--- src/hdl/dcs_pkg.sv ---
package dcs_pkg;
  localparam int CW_W = 16;
  // control word bit positions
  localparam int CB_REF0 = 0;
  localparam int CB_REF1 = 1;
  localparam int CB_DCBRK_N = 2;
  localparam int CB_COAST_N = 3;
  localparam int CB_QSTOP_N = 4;
  localparam int CB_HOLD_N = 5;
  localparam int CB_START = 6;
  localparam int CB_RESET = 7;
  localparam int CB_JOG = 8;
  localparam int CB_RAMP2 = 9;
  localparam int CB_VALID = 10;
  localparam int CB_RLY1 = 11;
  localparam int CB_RLY2 = 12;
  localparam int CB_SET0 = 13;
  localparam int CB_SET1 = 14;
  localparam int CB_REV = 15;
  // status word bit positions
  localparam int SB_CTRL_RDY = 0;
  localparam int SB_DRV_RDY = 1;
  localparam int SB_ENABLE = 2;
  localparam int SB_TRIP = 3;
  localparam int SB_ERR = 4;
  localparam int SB_TRIP_LOCK = 6;
  localparam int SB_WARN = 7;
  localparam int SB_SPD_EQ = 8;
  localparam int SB_BUS_CTRL = 9;
  localparam int SB_FREQ_OK = 10;
  localparam int SB_IN_OP = 11;
  localparam int SB_BRAKE = 12;
  localparam int SB_VOLT = 13;
  localparam int SB_TORQUE = 14;
  localparam int SB_TIMER = 15;
  // setting codes
  localparam logic [7:0] RLY_FN_CW11 = 8'h24;
  localparam logic [7:0] RLY_FN_CW12 = 8'h25;
  localparam logic [7:0] SETUP_MULTI = 8'h09;
  localparam logic [3:0] PROFILE_NATIVE = 4'h0;
  localparam logic [15:0] CW_RESET_VAL = 16'h0000;
  localparam logic [1:0] SEL_RESET_VAL = 2'h0;
  localparam logic [1:0] BRK_NONE = 2'h0;

  // stop mode chosen from the latched command word and the coast, DC brake and reset-coast inputs
  typedef enum logic [4:0] {
    ST_COAST = 5'h01,
    ST_DCBRAKE = 5'h02,
    ST_QSTOP = 5'h04,
    ST_RSTOP = 5'h08,
    ST_RUN = 5'h10
  } dcs_stop_t;
endpackage

--- src/hdl/dcs_edge_if.sv ---
`timescale 1ns/1ns
interface dcs_edge_if;
  logic level;
  logic rise;
  modport det (input level, output rise);
  modport user (output level, input rise);
endinterface

--- src/hdl/dcs_edge.sv ---
`timescale 1ns/1ns
module dcs_edge
  import dcs_pkg::*;
(
  // clock and reset
  input wire logic mclk,
  input wire logic rst,
  // level in, pulse out
  dcs_edge_if.det e
);
  typedef struct packed {
    logic prev;
    logic rise;
  } dcs_edge_st_t;
  dcs_edge_st_t s_reg, s_next;

  always_comb begin
    s_next = s_reg;
    s_next.prev = e.level;
    s_next.rise = e.level & ~s_reg.prev;
  end

  always_ff @(posedge mclk or posedge rst) begin
    if (rst) begin
      s_reg <= '0;
    end else begin
      s_reg <= s_next;
    end
  end

  assign e.rise = s_reg.rise;
endmodule

--- src/hdl/dcs_word.sv ---
`timescale 1ns/1ns
// Behaviour
// - decode only with native drive profile selected
// - bits 1:0 pick one of four presets
// - bit 2 low: DC brake and stop
// - bit 3 low: output stage off, coast
// - bit 4 low: quick stop ramp
// - bit 5 low: freeze output frequency
// - frozen: stop only by coast/brake/inputs
// - bit 6 low: ramp stop; high permits start
// - trip reset only on bit 7 rise
// - bit 8 high selects jog speed
// - bit 9 selects ramp set two
// - bit 10 low: whole word ignored
// - relays follow bits 11/12 if selected
// - bits 14:13 pick set-up in multi mode
// - bit 15 reverses if direction allows
// - status 0: low tripped, high control ready
// - status 2: low released, high startable
// - status 3,4,6,7 faults; 5 unused
// - status 8: speed equals reference
// - status 9: fieldbus control possible
// - status 10 limits ok; 11 operating
// - status 12..15 brake, volt, torque, timer
module dcs_word
  import dcs_pkg::*;
(
  // clock and reset
  input wire logic mclk,
  input wire logic rst,
  // command word from the fieldbus master
  input wire logic [15:0] drive_command_word,
  input wire logic cmd_wr,
  // settings
  input wire logic [3:0] profile_sel,
  input wire logic [7:0] relay1_fn,
  input wire logic [7:0] relay2_fn,
  input wire logic [7:0] active_setup_sel,
  input wire logic reverse_allowed,
  // digital input functions
  input wire logic di_coast,
  input wire logic di_dcbrake,
  input wire logic di_reset_coast,
  input wire logic di_speed_up,
  input wire logic di_speed_down,
  // drive state inputs
  input wire logic tripped,
  input wire logic trip_locked,
  input wire logic error_no_trip,
  input wire logic warning,
  input wire logic power_ready,
  input wire logic speed_at_ref,
  input wire logic local_stop,
  input wire logic local_ref,
  input wire logic freq_in_limits,
  input wire logic freq_nonzero,
  input wire logic brake_fault,
  input wire logic dc_volt_bad,
  input wire logic torque_over,
  input wire logic thermal_over,
  // drive commands
  output logic [1:0] preset_sel,
  output logic [4:0] stop_mode,
  output logic freq_hold,
  output logic freq_step_up,
  output logic freq_step_down,
  output logic trip_reset,
  output logic jog_sel,
  output logic ramp2_sel,
  output logic relay1_on,
  output logic relay2_on,
  output logic [1:0] setup_sel,
  output logic reverse,
  output logic start_req,
  // status back to the master
  output logic [15:0] drive_state_word
);
  typedef struct packed {
    logic [15:0] cw;
    logic [1:0] preset;
    dcs_stop_t mode;
    logic hold;
    logic up;
    logic down;
    logic trst;
    logic jog;
    logic ramp2;
    logic r1;
    logic r2;
    logic [1:0] setup;
    logic rev;
    logic start;
    logic [15:0] sw;
  } dcs_word_st_t;
  dcs_word_st_t s_reg, s_next;

  dcs_edge_if rst_edge();

  logic accept;
  logic [15:0] cw;
  logic di_stop;

  function automatic logic bitv(input logic [15:0] w, input int pos);
    bitv = w[pos];
  endfunction

  // a word is acted on only under the native profile and with valid set
  assign accept = cmd_wr && (profile_sel == PROFILE_NATIVE)
    && drive_command_word[CB_VALID];
  assign cw = accept ? drive_command_word : s_reg.cw;
  assign di_stop = di_coast | di_dcbrake | di_reset_coast;
  assign rst_edge.level = bitv(s_reg.cw, CB_RESET);

  dcs_edge u_edge (
    .mclk(mclk),
    .rst(rst),
    .e(rst_edge.det)
  );

  always_comb begin
    s_next = s_reg;
    s_next.cw = cw;
    s_next.preset = {cw[CB_REF1], cw[CB_REF0]};
    s_next.hold = ~bitv(cw, CB_HOLD_N);
    // stop priority: coast beats brake beats quick stop beats ramp stop
    if (!bitv(cw, CB_COAST_N) || di_coast || di_reset_coast) begin
      s_next.mode = ST_COAST;
    end else if (!bitv(cw, CB_DCBRK_N) || di_dcbrake) begin
      s_next.mode = ST_DCBRAKE;
    end else if (s_next.hold) begin
      // frozen: quick and ramp stop bits do not stop the motor
      s_next.mode = ST_RUN;
    end else if (!bitv(cw, CB_QSTOP_N)) begin
      s_next.mode = ST_QSTOP;
    end else if (!bitv(cw, CB_START)) begin
      s_next.mode = ST_RSTOP;
    end else begin
      s_next.mode = ST_RUN;
    end
    // frozen frequency only moves by speed up/down inputs
    s_next.up = s_next.hold & di_speed_up & ~di_stop;
    s_next.down = s_next.hold & di_speed_down & ~di_stop;
    s_next.start = (s_next.mode == ST_RUN) & bitv(cw, CB_START);
    s_next.trst = rst_edge.rise & tripped;
    s_next.jog = bitv(cw, CB_JOG);
    s_next.ramp2 = bitv(cw, CB_RAMP2);
    s_next.r1 = (relay1_fn == RLY_FN_CW11) & bitv(cw, CB_RLY1);
    s_next.r2 = (relay2_fn == RLY_FN_CW12) & bitv(cw, CB_RLY2);
    if (active_setup_sel == SETUP_MULTI) begin
      s_next.setup = {cw[CB_SET1], cw[CB_SET0]};
    end
    s_next.rev = bitv(cw, CB_REV) & reverse_allowed;
    // status word
    s_next.sw = '0;
    s_next.sw[SB_CTRL_RDY] = ~tripped & ~trip_locked;
    s_next.sw[SB_DRV_RDY] = power_ready & ~tripped & ~trip_locked;
    s_next.sw[SB_ENABLE] = (s_reg.mode != ST_COAST) & ~tripped;
    s_next.sw[SB_TRIP] = tripped;
    s_next.sw[SB_ERR] = error_no_trip;
    s_next.sw[SB_TRIP_LOCK] = trip_locked;
    s_next.sw[SB_WARN] = warning;
    s_next.sw[SB_SPD_EQ] = speed_at_ref;
    s_next.sw[SB_BUS_CTRL] = ~local_stop & ~local_ref;
    s_next.sw[SB_FREQ_OK] = freq_in_limits;
    s_next.sw[SB_IN_OP] = s_reg.start | freq_nonzero;
    s_next.sw[SB_BRAKE] = brake_fault;
    s_next.sw[SB_VOLT] = dc_volt_bad;
    s_next.sw[SB_TORQUE] = torque_over;
    s_next.sw[SB_TIMER] = thermal_over;
  end

  // reset state is coasting, so the motor never starts before a word arrives
  always_ff @(posedge mclk or posedge rst) begin
    if (rst) begin
      s_reg <= '0;
      s_reg.cw <= CW_RESET_VAL;
      s_reg.mode <= ST_COAST;
      s_reg.preset <= SEL_RESET_VAL;
      s_reg.setup <= SEL_RESET_VAL;
    end else begin
      s_reg <= s_next;
    end
  end

  assign preset_sel = s_reg.preset;
  assign stop_mode = s_reg.mode;
  assign freq_hold = s_reg.hold;
  assign freq_step_up = s_reg.up;
  assign freq_step_down = s_reg.down;
  assign trip_reset = s_reg.trst;
  assign jog_sel = s_reg.jog;
  assign ramp2_sel = s_reg.ramp2;
  assign relay1_on = s_reg.r1;
  assign relay2_on = s_reg.r2;
  assign setup_sel = s_reg.setup;
  assign reverse = s_reg.rev;
  assign start_req = s_reg.start;
  assign drive_state_word = s_reg.sw;
endmodule

--- config.mk ---
export PLATFORM = sky130hd
export DESIGN_NAME = dcs_word
export DESIGN_NICKNAME = d
export VERILOG_FILES = /design/src/hdl/dcs_pkg.sv /design/src/hdl/dcs_edge_if.sv /design/src/hdl/dcs_edge.sv /design/src/hdl/dcs_word.sv
export SDC_FILE = /design/constraint.sdc
export NUM_CORES = 1
export LEC_CHECK = 0
export BUFFER_PORTS_ARGS = -buffer_cell sky130_fd_sc_hd__buf_2
export CAP_MARGIN = 20
export CORE_MARGIN = 3
export CORE_UTILIZATION = 32
export CTS_CLUSTER_DIAMETER = 50
export DETAILED_ROUTE_END_ITERATION = 10
export SETUP_SLACK_MARGIN = 0.5
export SLEW_MARGIN = 20
export SYNTH_ARGS = -nofsm -noshare
export SYNTH_HDL_FRONTEND = slang
export SYNTH_SLANG_ARGS = --single-unit
--- constraint.sdc ---
create_clock -name mclk -period 1.86 [get_ports mclk]
set_input_delay 0.372 -clock mclk [delete_from_list [all_inputs] [get_ports mclk]]
set_output_delay 0.372 -clock mclk [all_outputs]
set_load 0.005 [all_outputs]
Word-level counts from Yosys, hierarchy flattened
Index checks and enable logic that the tools add are counted.
{ "op_classes": {"eq_ne": 5, "muxes": 6, "bitwise": 25, "reduce_logical": 8} }
{ "op_table": {"columns": ["op", "count"], "rows": [
  ["5-bit two-way mux", 5],
  ["8-bit by 6-bit == test with 1-bit output (second input constant)", 2],
  ["16-bit two-way mux", 1],
  ["1-bit AND", 15],
  ["8-bit by 4-bit == test with 1-bit output (second input constant)", 1],
  ["1-bit inverter", 7],
  ["5-bit == test (second input constant)", 1],
  ["5-bit by 1-bit != test with 1-bit output (second input constant)", 1],
  ["4-bit logical NOT", 1],
  ["1-bit logical OR", 3],
  ["1-bit bitwise OR", 3],
  ["1-bit logical AND", 2],
  ["1-bit logical NOT", 2]
]} }
{ "totals": {"register_bits": 52, "in_bits": 67, "output_inout_bits": 35, "elab_cells": 62} }

Longest topological paths before layout
Gate-level depths: netlist of run 1.
{ "depth": {"ltp_word": 11, "ltp_mapped": 7, "depth_no_buf": 4} }

Hierarchy
Synthesis of run 1 repeated with hierarchy kept, for this count alone.
{ "hier_totals": {"hier_cells": 161, "area_unflattened_um2": 1938.1} }
{ "modules_own_cells": {"columns": ["module", "instances", "cells_per_inst", "area_each_um2", "seq_area_each_um2"], "rows": [
  ["dcs_word", 1, 157, 1870.5, 1127.3],
  ["dcs_edge", 1, 4, 67.6, 50.0]
]} }

Least setup slack after synthesis of run 1
OpenSTA, ideal clock, no wires.
{ "synth_timing": {"path_kind": "in2reg", "from": "in profile_sel[1]", "to": "reg s_reg, in the netlist reverse", "setup_time_ns": 0.119, "arrival_time_ns": 1.486, "required_time_ns": 1.741, "setup_slack_ns": 0.255, "cell_stages": 6, "n_path_buf": 2, "cell_sequence": "nor4_1 -> and3_1 -> buf_4 -> buf_12 -> mux2_2 -> and2_1"} }
{ "synth_rtl": {"columns": ["item", "line", "text"], "rows": [
  ["from (decl)", "dcs_word.sv:35", "input wire logic [3:0] profile_sel,"],
  ["to (signal assigned)", "dcs_word.sv:181", "s_reg <= s_next;"],
  ["to (decl)", "dcs_word.sv:95", "dcs_word_st_t s_reg, s_next;"]
]} }

Worst setup path after layout of run 1
{ "layout_timing": {"from": "in profile_sel[0]", "to": "reg s_reg, in the netlist setup_sel[0]"} }
{ "layout_between": {"elab_chain_cells": 4} }
{ "layout_rtl": {"columns": ["item", "line", "text"], "rows": [
  ["4-bit logical NOT", "dcs_word.sv:108", "assign accept = cmd_wr && (profile_sel == PROFILE_NATIVE)"],
  ["1-bit logical AND", "dcs_word.sv:108", null],
  ["1-bit logical AND", "dcs_word.sv:109", "&& drive_command_word[CB_VALID];"],
  ["16-bit two-way mux", "dcs_word.sv:110", "assign cw = accept ? drive_command_word : s_reg.cw;"],
  ["named net cw[13]", "dcs_word.sv:100", "logic [15:0] cw;"]
]} }
The timed path passes the listed nets, and every way through them passes these cells.
A chain may end at the register's enable or synchronous reset.

==> impl_metrics.toml, run 1 <==
[outcome]
outcome = "finished, final reports clean"

[layout]
layout-drive-gt1-share = 0.627
largest_reg_flops = 15
finalInstanceArea_mm2 = 0.00266
nets = 302
synthToLayoutAreaGrowth_pct = 37.9
diodes = 0

[place]
dp_hpwl_um = 3070
postPlaceCellArea_mm2 = 0.00237
port_buffers = 100
place_ws_ns = 0.0408
place_congestion = 0.773

[critical_path]
r2r_cells = 2
cp.required_ns = 2.04
critPathArrivalTime_ns = 1.66
r2r_start = "s_reg[48]"
cpMaxStageDelayCell = "mux2_4"
path_buf_inv = 2
crit_family = "multiplexers"
critPathLaunch = "profile_sel[0]"
cp-endpoint = "setup_sel[0]"
path_max_fanout = 6
worstSetupEndpointType = "flip-flop"
slowest_delay_ns = 0.30
cp_common_cell = "mux2_4"
crit_type = "in -> reg"
path_depth = 6
start_kind = "primary input"
worst-r2r-setup-slack_ns = 0.84
timing.rr.end = "setup_sel[0]"
crit_chain = "buf_6 -> nor4_4 -> and3_4 -> buf_12 -> mux2_4 -> mux2_4"

[logic_synthesis]
synth-seq-cells = 47
syn_area_mm2 = 0.00193
synth_top_family_by_area = "simple AND/OR/NAND/NOR gates"
seq_area_frac_synth = 0.611
synth-compound-area-share = 0.0240
synth-xor-area-share = 0
syn_inst = 143
syn_nets = 210
synthSimpleGateAreaFrac = 0.134
ys_warn_count = 0
synthDistinctLibCells = 29
avgSynthCellArea_um2 = 13.5
synthMuxAreaShare = 0.101
yosys.area_share.adder = 0

[timing]
tightestPinTransition_ns = 0.597
finClkSkew_ns = 0.00385
slew_viol_final = 0
min_period_ns = 1.48
fmax_mhz = 674
max_slew_margin = 0.601
grt_setup_unrepaired = "yes"
setup_viol = 0
setup_tns_ns = 0
min_period_over_period = 0.797
hold_viol = 0
setup_ws_ns = 0.377
timing.hold.ws_ns = 0.138

[global_routing]
grt_util_all_layers = 0.116
busiest_layer = "met2"
grt_max_degree = 29
overflow = 0
grt_pass1_vias = 1410
use_met3 = 0.0316
met2_usage = 0.205
grt_first_pass_wirelength_um = 6510
use_met1 = 0.132
antenna_found_initial = 0

[drt]
dr.pass1.iters = 4
drt-total-wl_um = 4030
antenna_left = 0
vias = 1339
vias_per_cell = 4.35
wl_per_cell_um = 13.1
drc = 0
drt_iter0_markers = 29

[flow_run]
drv_cap = 0

[die]
start_util = 0.339
die-area_mm2 = 0.00698
num_rows = 27
io_pins = 102
dieWidth_um = 83.6
coreArea_mm2 = 0.00568
die_h_um = 83.6

[power_and_ir_drop]
ir_worst_vdd_uv = 387
power_uw = 2220
cellPowerDensity_mw_per_mm2 = 836
p_leak_uw = 0.00140

[clocking]
clk_pin_slew_ns = 0.08
cts_made_buffers = 5
root_buffer = "clkbuf_8"
clk_path_buf_depth = 2
ctsHoldBuffers = 0
h-tree-depth = 2
insertion_delay_ns = 0.29
cts_tree = "built"
cts_sinks = 47

[min_path]
hold_class = "in -> async"
## cells in the final DEF (no fill, tap or decap), drive strengths merged
| cell type | n |
|---|---|
| conb | 1 |
| a21oi | 1 |
| nand3b | 1 |
| and2 | 3 |
| nor2 | 6 |
| nand3 | 1 |
| clkbuf | 5 |
| nor4 | 2 |
| nor4b | 3 |
| mux2i | 1 |
| or2 | 1 |
| nor3b | 1 |
| a21boi | 1 |
| nand4b | 1 |
| nor2b | 1 |
| o22ai | 4 |
| clkinvlp | 1 |
| inv | 2 |
| bufinv | 1 |
| buf | 113 |
| nor3 | 1 |
| clkinv | 2 |
| nor4bb | 2 |
| nand2b | 3 |
| dfrtp | 46 |
| a2bb2oi | 1 |
| and3 | 7 |
| nand4 | 1 |
| nand2 | 6 |
| dfstp | 1 |
| mux2 | 16 |
## where the power goes
| part | switching [uW] | internal, uW | total [uW] | leakage, uW |
|---|---|---|---|---|
| Sequential | 45.4 | 1120 | 1170 | 0.000599 |
| Combinational | 122 | 195 | 317 | 0.000741 |
| Clock | 334 | 400 | 734 | 0.0000581 |
## stage by stage
stage	util	std cells
final	0.468	308
after global routing	0.468	308
after CTS	0.461	306
after detailed placement	0.418	293
after global placement	0.418	293
after floorplan	-	143
## area by class of cell
class / instances / area, um2
Clock buffer: 5 / 68.8
Clock inverter: 3 / 43.8
Fill cell: 537 / 3020
Inverter: 3 / 15.0
Multi-Input combinational cell: 65 / 586
Sequential cell: 47 / 1180
Tap cell: 72 / 90.1
Timing Repair Buffer: 113 / 676
## timing repair
action                     in CTS  in global routing
setup endpoints to repair      11                 17
pin swaps                       3                  2
setup buffers                   4                  2
resized for setup              12                  5
gates cloned                    1                  0
## per-layer routing
layer / share of wire / routed length [um] / vias up
met1: 0.40 / 1600 / 634
met5: 0 / 0 / -
met2: 0.51 / 2070 / 55
met4: 0.017 / 70 / 0
met3: 0.072 / 291 / 6
li1: - / - / 644
## synthesized netlist by cell type, drive strengths merged
cell	instances	area, um2
a21boi	1	7.51
nand2b	3	18.8
a21oi	1	5.00
nor3	1	10.0
mux2	16	184
nor3b	1	7.51
o22ai	4	25.0
nor4	2	12.5
nor2	6	22.5
dfstp	1	26.3
a2bb2oi	1	8.76
buf	28	235
nand4	1	21.3
and3	7	43.8
nand3b	1	7.51
nor4bb	2	20.0
conb	1	3.75
nand2	6	22.5
inv	3	11.3
nor4b	3	26.3
dfrtp	46	1150
or2	1	6.26
nand3	1	5.00
and2	3	18.8
mux2i	1	10.0
nor2b	1	6.26
nand4b	1	8.76
## kinds of logic (layout without fill, tap and decap cells)
| family | Yosys count | in the layout |
|---|---|---|
| DFF | 47 | 47 |
| muxes | 17 | 17 |
| and+or+nand+nor | 40 | 40 |
| AOI/OAI and AO/OA | 7 | 7 |
| other | 1 | 1 |
| buffers and inverters | 31 | 124 |
## worst min path at each step
stage | start | endpoint | slack (ns) | cells past startpoint
finish | rst | drive_state_word[12] | 0.14 | 2
global route | torque_over | drive_state_word[14] | 0.15 | 1
CTS | rst | drive_state_word[12] | 0.16 | 2
detailed placement | u_edge.s_reg[1] | u_edge.e.rise | 0.39 | 1
global placement | u_edge.s_reg[1] | u_edge.e.rise | 0.38 | 1
floorplan | rst_edge.level | u_edge.s_reg[1] | 0.37 | 0
Note: power is estimated with default switching activity, not from simulation.
==> inputs of run 2 (changes only) <==
==> constraint.sdc (replaced) <==
create_clock -name mclk -period 1.4 [get_ports mclk]
set_input_delay 0.28 -clock mclk [delete_from_list [all_inputs] [get_ports mclk]]
set_output_delay 0.28 -clock mclk [all_outputs]
set_load 0.005 [all_outputs]
==> impl_metrics.toml, run 2 (synthesized netlist as in run 1, its figures left out) <==
[drt]
antenna_left = 0
routed-wl-met2_um = 2240
drc = 0
drt_iter0_markers = 24
wl_met1_um = 1620
vias_per_cell = 4.23
wl_per_cell_um = 13.1
drt-total-wl_um = 4190
wl_met3_um = 298
top_layer_used = "met4"
vias = 1355
dr.pass1.iters = 4

[clocking]
insertion_delay_ns = 0.29
cts_tree = "built"
clk_pin_slew_ns = 0.08
cts_made_buffers = 5
h-tree-depth = 2
cts_sinks = 47
clk_path_buf_depth = 2
root_buffer = "clkbuf_8"

[timing]
setup_viol = 0
timing.hold.ws_ns = -0.0208
hold_viol = 16
finClkSkew_ns = 0.00343
fmax_mhz = 726
slew_viol_final = 0
min_period_ns = 1.38
grt_setup_unrepaired = "yes"
min_period_over_period = 0.984

[die]
io_pins = 102
die-area_mm2 = 0.00698
num_rows = 27
start_util = 0.339
die_h_um = 83.6
coreArea_mm2 = 0.00568
dieWidth_um = 83.6

[place]
place_inst = 298
postPlaceCellArea_mm2 = 0.00243
port_buffers = 100
place_congestion = 0.728
dp_hpwl_um = 3120

[min_path]
hold_class = "in -> async"

[critical_path]
cp.required_ns = 1.58
path_max_fanout = 5
worst-r2r-setup-slack_ns = 0.38
timing.rr.end = "setup_sel[1]"
critPathArrivalTime_ns = 1.55
start_kind = "primary input"
worstSetupEndpointType = "flip-flop"
crit_type = "in -> reg"
r2r_cells = 2
r2r_start = "s_reg[49]"

[layout]
utilization = 0.506
synthToLayoutAreaGrowth_pct = 49.0
final_common_cell = "buf_2"
finalInstanceArea_mm2 = 0.00287
nets = 314
layout.cells.non_filler = 320
layout-drive-gt1-share = 0.677
fillers = 511
largest_reg_flops = 15
diodes = 0
layout_common_cells = "buf_2, dfrtp_1, mux2_4"

[power_and_ir_drop]
cellPowerDensity_mw_per_mm2 = 1110
ir_worst_vdd_uv = 567
p_leak_uw = 0.00150

[global_routing]
grt_max_degree = 21
overflow = 0
grt_first_pass_wirelength_um = 6900
grt_util_all_layers = 0.124
grt_pass1_vias = 1440
antenna_found_initial = 0

[outcome]
outcome = "finished, violations left"
violations = "negative hold slack"

[flow_run]
drv_cap = 0
[run 2: cell types whose count changed in the layout (fill, tap and decap cells not counted), moves of 3 or more]
cell	delta
o22ai_2	+4
mux2_2	-3
mux2_4	+3
buf_4	+7
o22ai_1	-4
buf_8	+3
[run 2: power breakdown]
part	leakage, uW	internal (uW)	total, uW	switching, uW
clock	0.0000654	713	1140	430
combinational	0.000836	305	479	174
sequential	0.000599	1490	1550	59.8
[run 2: cell type report]
type                       count  area, um2  area share
sequential                    47       1180       0.410
clock inverter                 2       60.1      0.0209
tap                           72       90.1      0.0314
timing repair buffer         125        811       0.283
multi-input combinational     65        643       0.224
inverter                       3       15.0     0.00523
clock buffer                   6       72.6      0.0253
[run 2: how the worst max path moves through the flow]
stage / to / depth (start not counted) / start / slack, ns
floorplan: relay2_on / 6 / profile_sel[2] / -0.07
CTS: setup_sel[1] / 6 / profile_sel[1] / 0.02
detailed placement: setup_sel[1] / 6 / profile_sel[2] / -0.31
global placement: setup_sel[1] / 6 / profile_sel[2] / -0.25
finish: setup_sel[1] / 6 / profile_sel[2] / 0.02
global route: freq_step_up / 8 / profile_sel[2] / 0.004
[run 2: through the flow]
stage / total power [uW] / setup slack, ns / setup TNS [ns]
floorplan: 1820 / -0.0673 / -0.653
global placement: 1980 / -0.253 / -3.63
detailed placement: 1990 / -0.309 / -4.58
CTS: 3210 / 0.0226 / 0
global route: 3350 / 0.00359 / 0
finish: 3180 / 0.0230 / 0
[run 2: routing by layer]
layer	up-vias	GRT usage
li1	666	-
met1	633	0.142
met2	54	0.215
met3	2	0.0375
met4	0	0.0482
met5	-	0
[run 2: worst max-delay path: stages]
cell and delay, ns:
buf_6 0.09, nor4_2 0.24, and3_4 0.25, buf_12 0.12, mux2_4 0.30, mux2_4 0.27
[run 2: timing repair]
| action | 4_1_cts | 5_1_grt |
|---|---|---|
| gates resized for setup | 30 | 6 |
| setup endpoints to repair | 64 | 63 |
| cloned | 1 | 0 |
| buffers inserted | 7 | 6 |
| pin swaps | 4 | 3 |
| hold endpoints to repair | 16 | 15 |
==> inputs of run 3 (changes only) <==
--- a/config.mk
+++ b/config.mk
@@ -7,10 +7,13 @@
 export LEC_CHECK = 0
 export BUFFER_PORTS_ARGS = -buffer_cell sky130_fd_sc_hd__buf_2
 export CAP_MARGIN = 20
+export CELL_PAD_IN_SITES_DETAIL_PLACEMENT = 1
+export CELL_PAD_IN_SITES_GLOBAL_PLACEMENT = 2
 export CORE_MARGIN = 3
-export CORE_UTILIZATION = 32
+export CORE_UTILIZATION = 27
 export CTS_CLUSTER_DIAMETER = 50
 export DETAILED_ROUTE_END_ITERATION = 10
+export PLACE_DENSITY_LB_ADDON = 0.1
 export SETUP_SLACK_MARGIN = 0.5
 export SLEW_MARGIN = 20
 export SYNTH_ARGS = -nofsm -noshare
==> impl_metrics.toml, run 3 (synthesized netlist as in run 1, its figures left out) <==
[outcome]
outcome = "finished, violations left"
violations = "negative hold slack"

[critical_path]
worstSetupEndpointType = "flip-flop"
slowest_delay_ns = 0.30
r2r_start = "s_reg[49]"
cp.required_ns = 1.58
critPathArrivalTime_ns = 1.54
cpMaxStageDelayCell = "mux2_4"
start_kind = "primary input"
crit_chain = "buf_6 -> nor4_4 -> and3_4 -> buf_6 -> mux2_4 -> mux2_4"
path_max_fanout = 3
crit_type = "in -> reg"
critPathLaunch = "profile_sel[0]"

[power_and_ir_drop]
pwr-share-comb = 0.166
switchingPower_uw = 711
p_seq_frac = 0.539
internal-power_uw = 2200
ir_worst_vdd_uv = 420
cellPowerDensity_mw_per_mm2 = 1040
p_sw_frac = 0.244
clock_power_share = 0.296
p_leak_uw = 0.00146

[timing]
grt_setup_unrepaired = "yes"
hold_viol = 16
setup_viol = 0
finClkSkew_ns = 0.00954
slew_viol_final = 0
min_period_ns = 1.36
fmax_mhz = 735
setup_tns_ns = 0
timing.hold.ws_ns = -0.0222
min_period_over_period = 0.972

[place]
dp_hpwl_um = 3710
place_inst = 319
place_congestion = 0.718
port_buffers = 100

[layout]
synthToLayoutAreaGrowth_pct = 44.6
final_common_cell = "buf_2"
nets = 314
fillers = 772
layout.cells.non_filler = 344
largest_reg_flops = 15
layout-drive-gt1-share = 0.665
diodes = 0
layout_common_cells = "buf_2, dfrtp_1, buf_4"

[die]
die_h_um = 90.5
io_pins = 102
die-area_mm2 = 0.00818
num_rows = 30
coreArea_mm2 = 0.00687
dieWidth_um = 90.5
start_util = 0.280

[global_routing]
grt_first_pass_wirelength_um = 7820
grt_max_degree = 31
grt_util_all_layers = 0.120
overflow = 0
antenna_found_initial = 0
grt_pass1_vias = 1592

[drt]
vias = 1413
drt_iter0_markers = 40
dr.pass1.iters = 3
wl_per_cell_um = 13.9
drt-total-wl_um = 4790
drc = 0
vias_per_cell = 4.11
antenna_left = 0

[clocking]
cts_made_buffers = 5
clk_pin_slew_ns = 0.09
cts_tree = "built"
cts_sinks = 47
insertion_delay_ns = 0.30
h-tree-depth = 2
clk_path_buf_depth = 2
root_buffer = "clkbuf_8"

[min_path]
hold_class = "in -> async"

[flow_run]
drv_cap = 0
run 3: cell types whose count changed in the layout (fill, tap and decap cells not counted), moves of 3 or more:
cell    delta
buf_12     -3
mux2_4     -5
and3_1     +3
mux2_2     +5
and3_4     -3
buf_6      +4
run 3: worst paths after layout:
path	depth (start not counted)	endpoint	slack [ns]
max	6	setup_sel[0]	0.04
min	2	s_reg[41]	-0.02
max reg2reg	2	setup_sel[1]	0.36
min reg2reg	1	u_edge.e.rise	0.39
max in group asynchronous	3	s_reg[43]	0.94
min in group mclk	1	drive_state_word[15]	0.09
run 3: final cells by class:
| cell class | instances | area, um2 | share of cell area |
|---|---|---|---|
| clock buffers | 6 | 82.6 | 0.0296 |
| clock inverters | 2 | 16.3 | 0.00584 |
| inverters | 3 | 15.0 | 0.00539 |
| multi-input cells | 65 | 621 | 0.223 |
| flip-flops and latches | 47 | 1180 | 0.423 |
| well taps | 96 | 120 | 0.0431 |
| repair buffers | 125 | 753 | 0.270 |
run 3: critical path: cells and delay by family:
kind	cells	cell delay [ns]
muxes	2	0.57
and+or+nand+nor	2	0.48
buffers and inverters	2	0.21
run 3: routing by layer:
| layer | share of wire | wire [um] | vias up | GRT usage |
|---|---|---|---|---|
| met4 | 0.0079 | 38 | 0 | 0.0306 |
| met1 | 0.39 | 1860 | 691 | 0.136 |
| met2 | 0.53 | 2560 | 54 | 0.215 |
| met5 | 0 | 0 | - | 0 |
| li1 | - | - | 663 | - |
| met3 | 0.070 | 336 | 5 | 0.0442 |
run 3: power by group through the flow:
stage | registers, uW | logic (uW) | clock network (uW)
6_report | 1570 | 482 | 859
5_1_grt | 1580 | 532 | 965
4_1_cts | 1570 | 454 | 904
3_5_place_dp | 1590 | 408 | 0
3_3_place_gp | 1580 | 389 | 0
2_1_floorplan | 1570 | 251 | 0
run 3: what timing repair did:
action	4_1_cts	5_1_grt
pin swaps	2	3
endpoints found under the setup margin	63	64
hold endpoints to repair	16	14
setup buffers	10	6
resized for setup	22	6
cloned	1	0
run 3: metrics by stage:
stage / power, uW / setup WS [ns] / instance area, um2 / util
after CTS: 2930 / 0.0475 / 2710 / 0.394
after detailed placement: 2000 / -0.305 / 2420 / 0.353
final: 2910 / 0.0389 / 2790 / 0.405
after global routing: 3080 / 0.0216 / 2790 / 0.405
after global placement: 1970 / -0.250 / 2420 / 0.353
after floorplan: 1820 / -0.0673 / 1970 / -
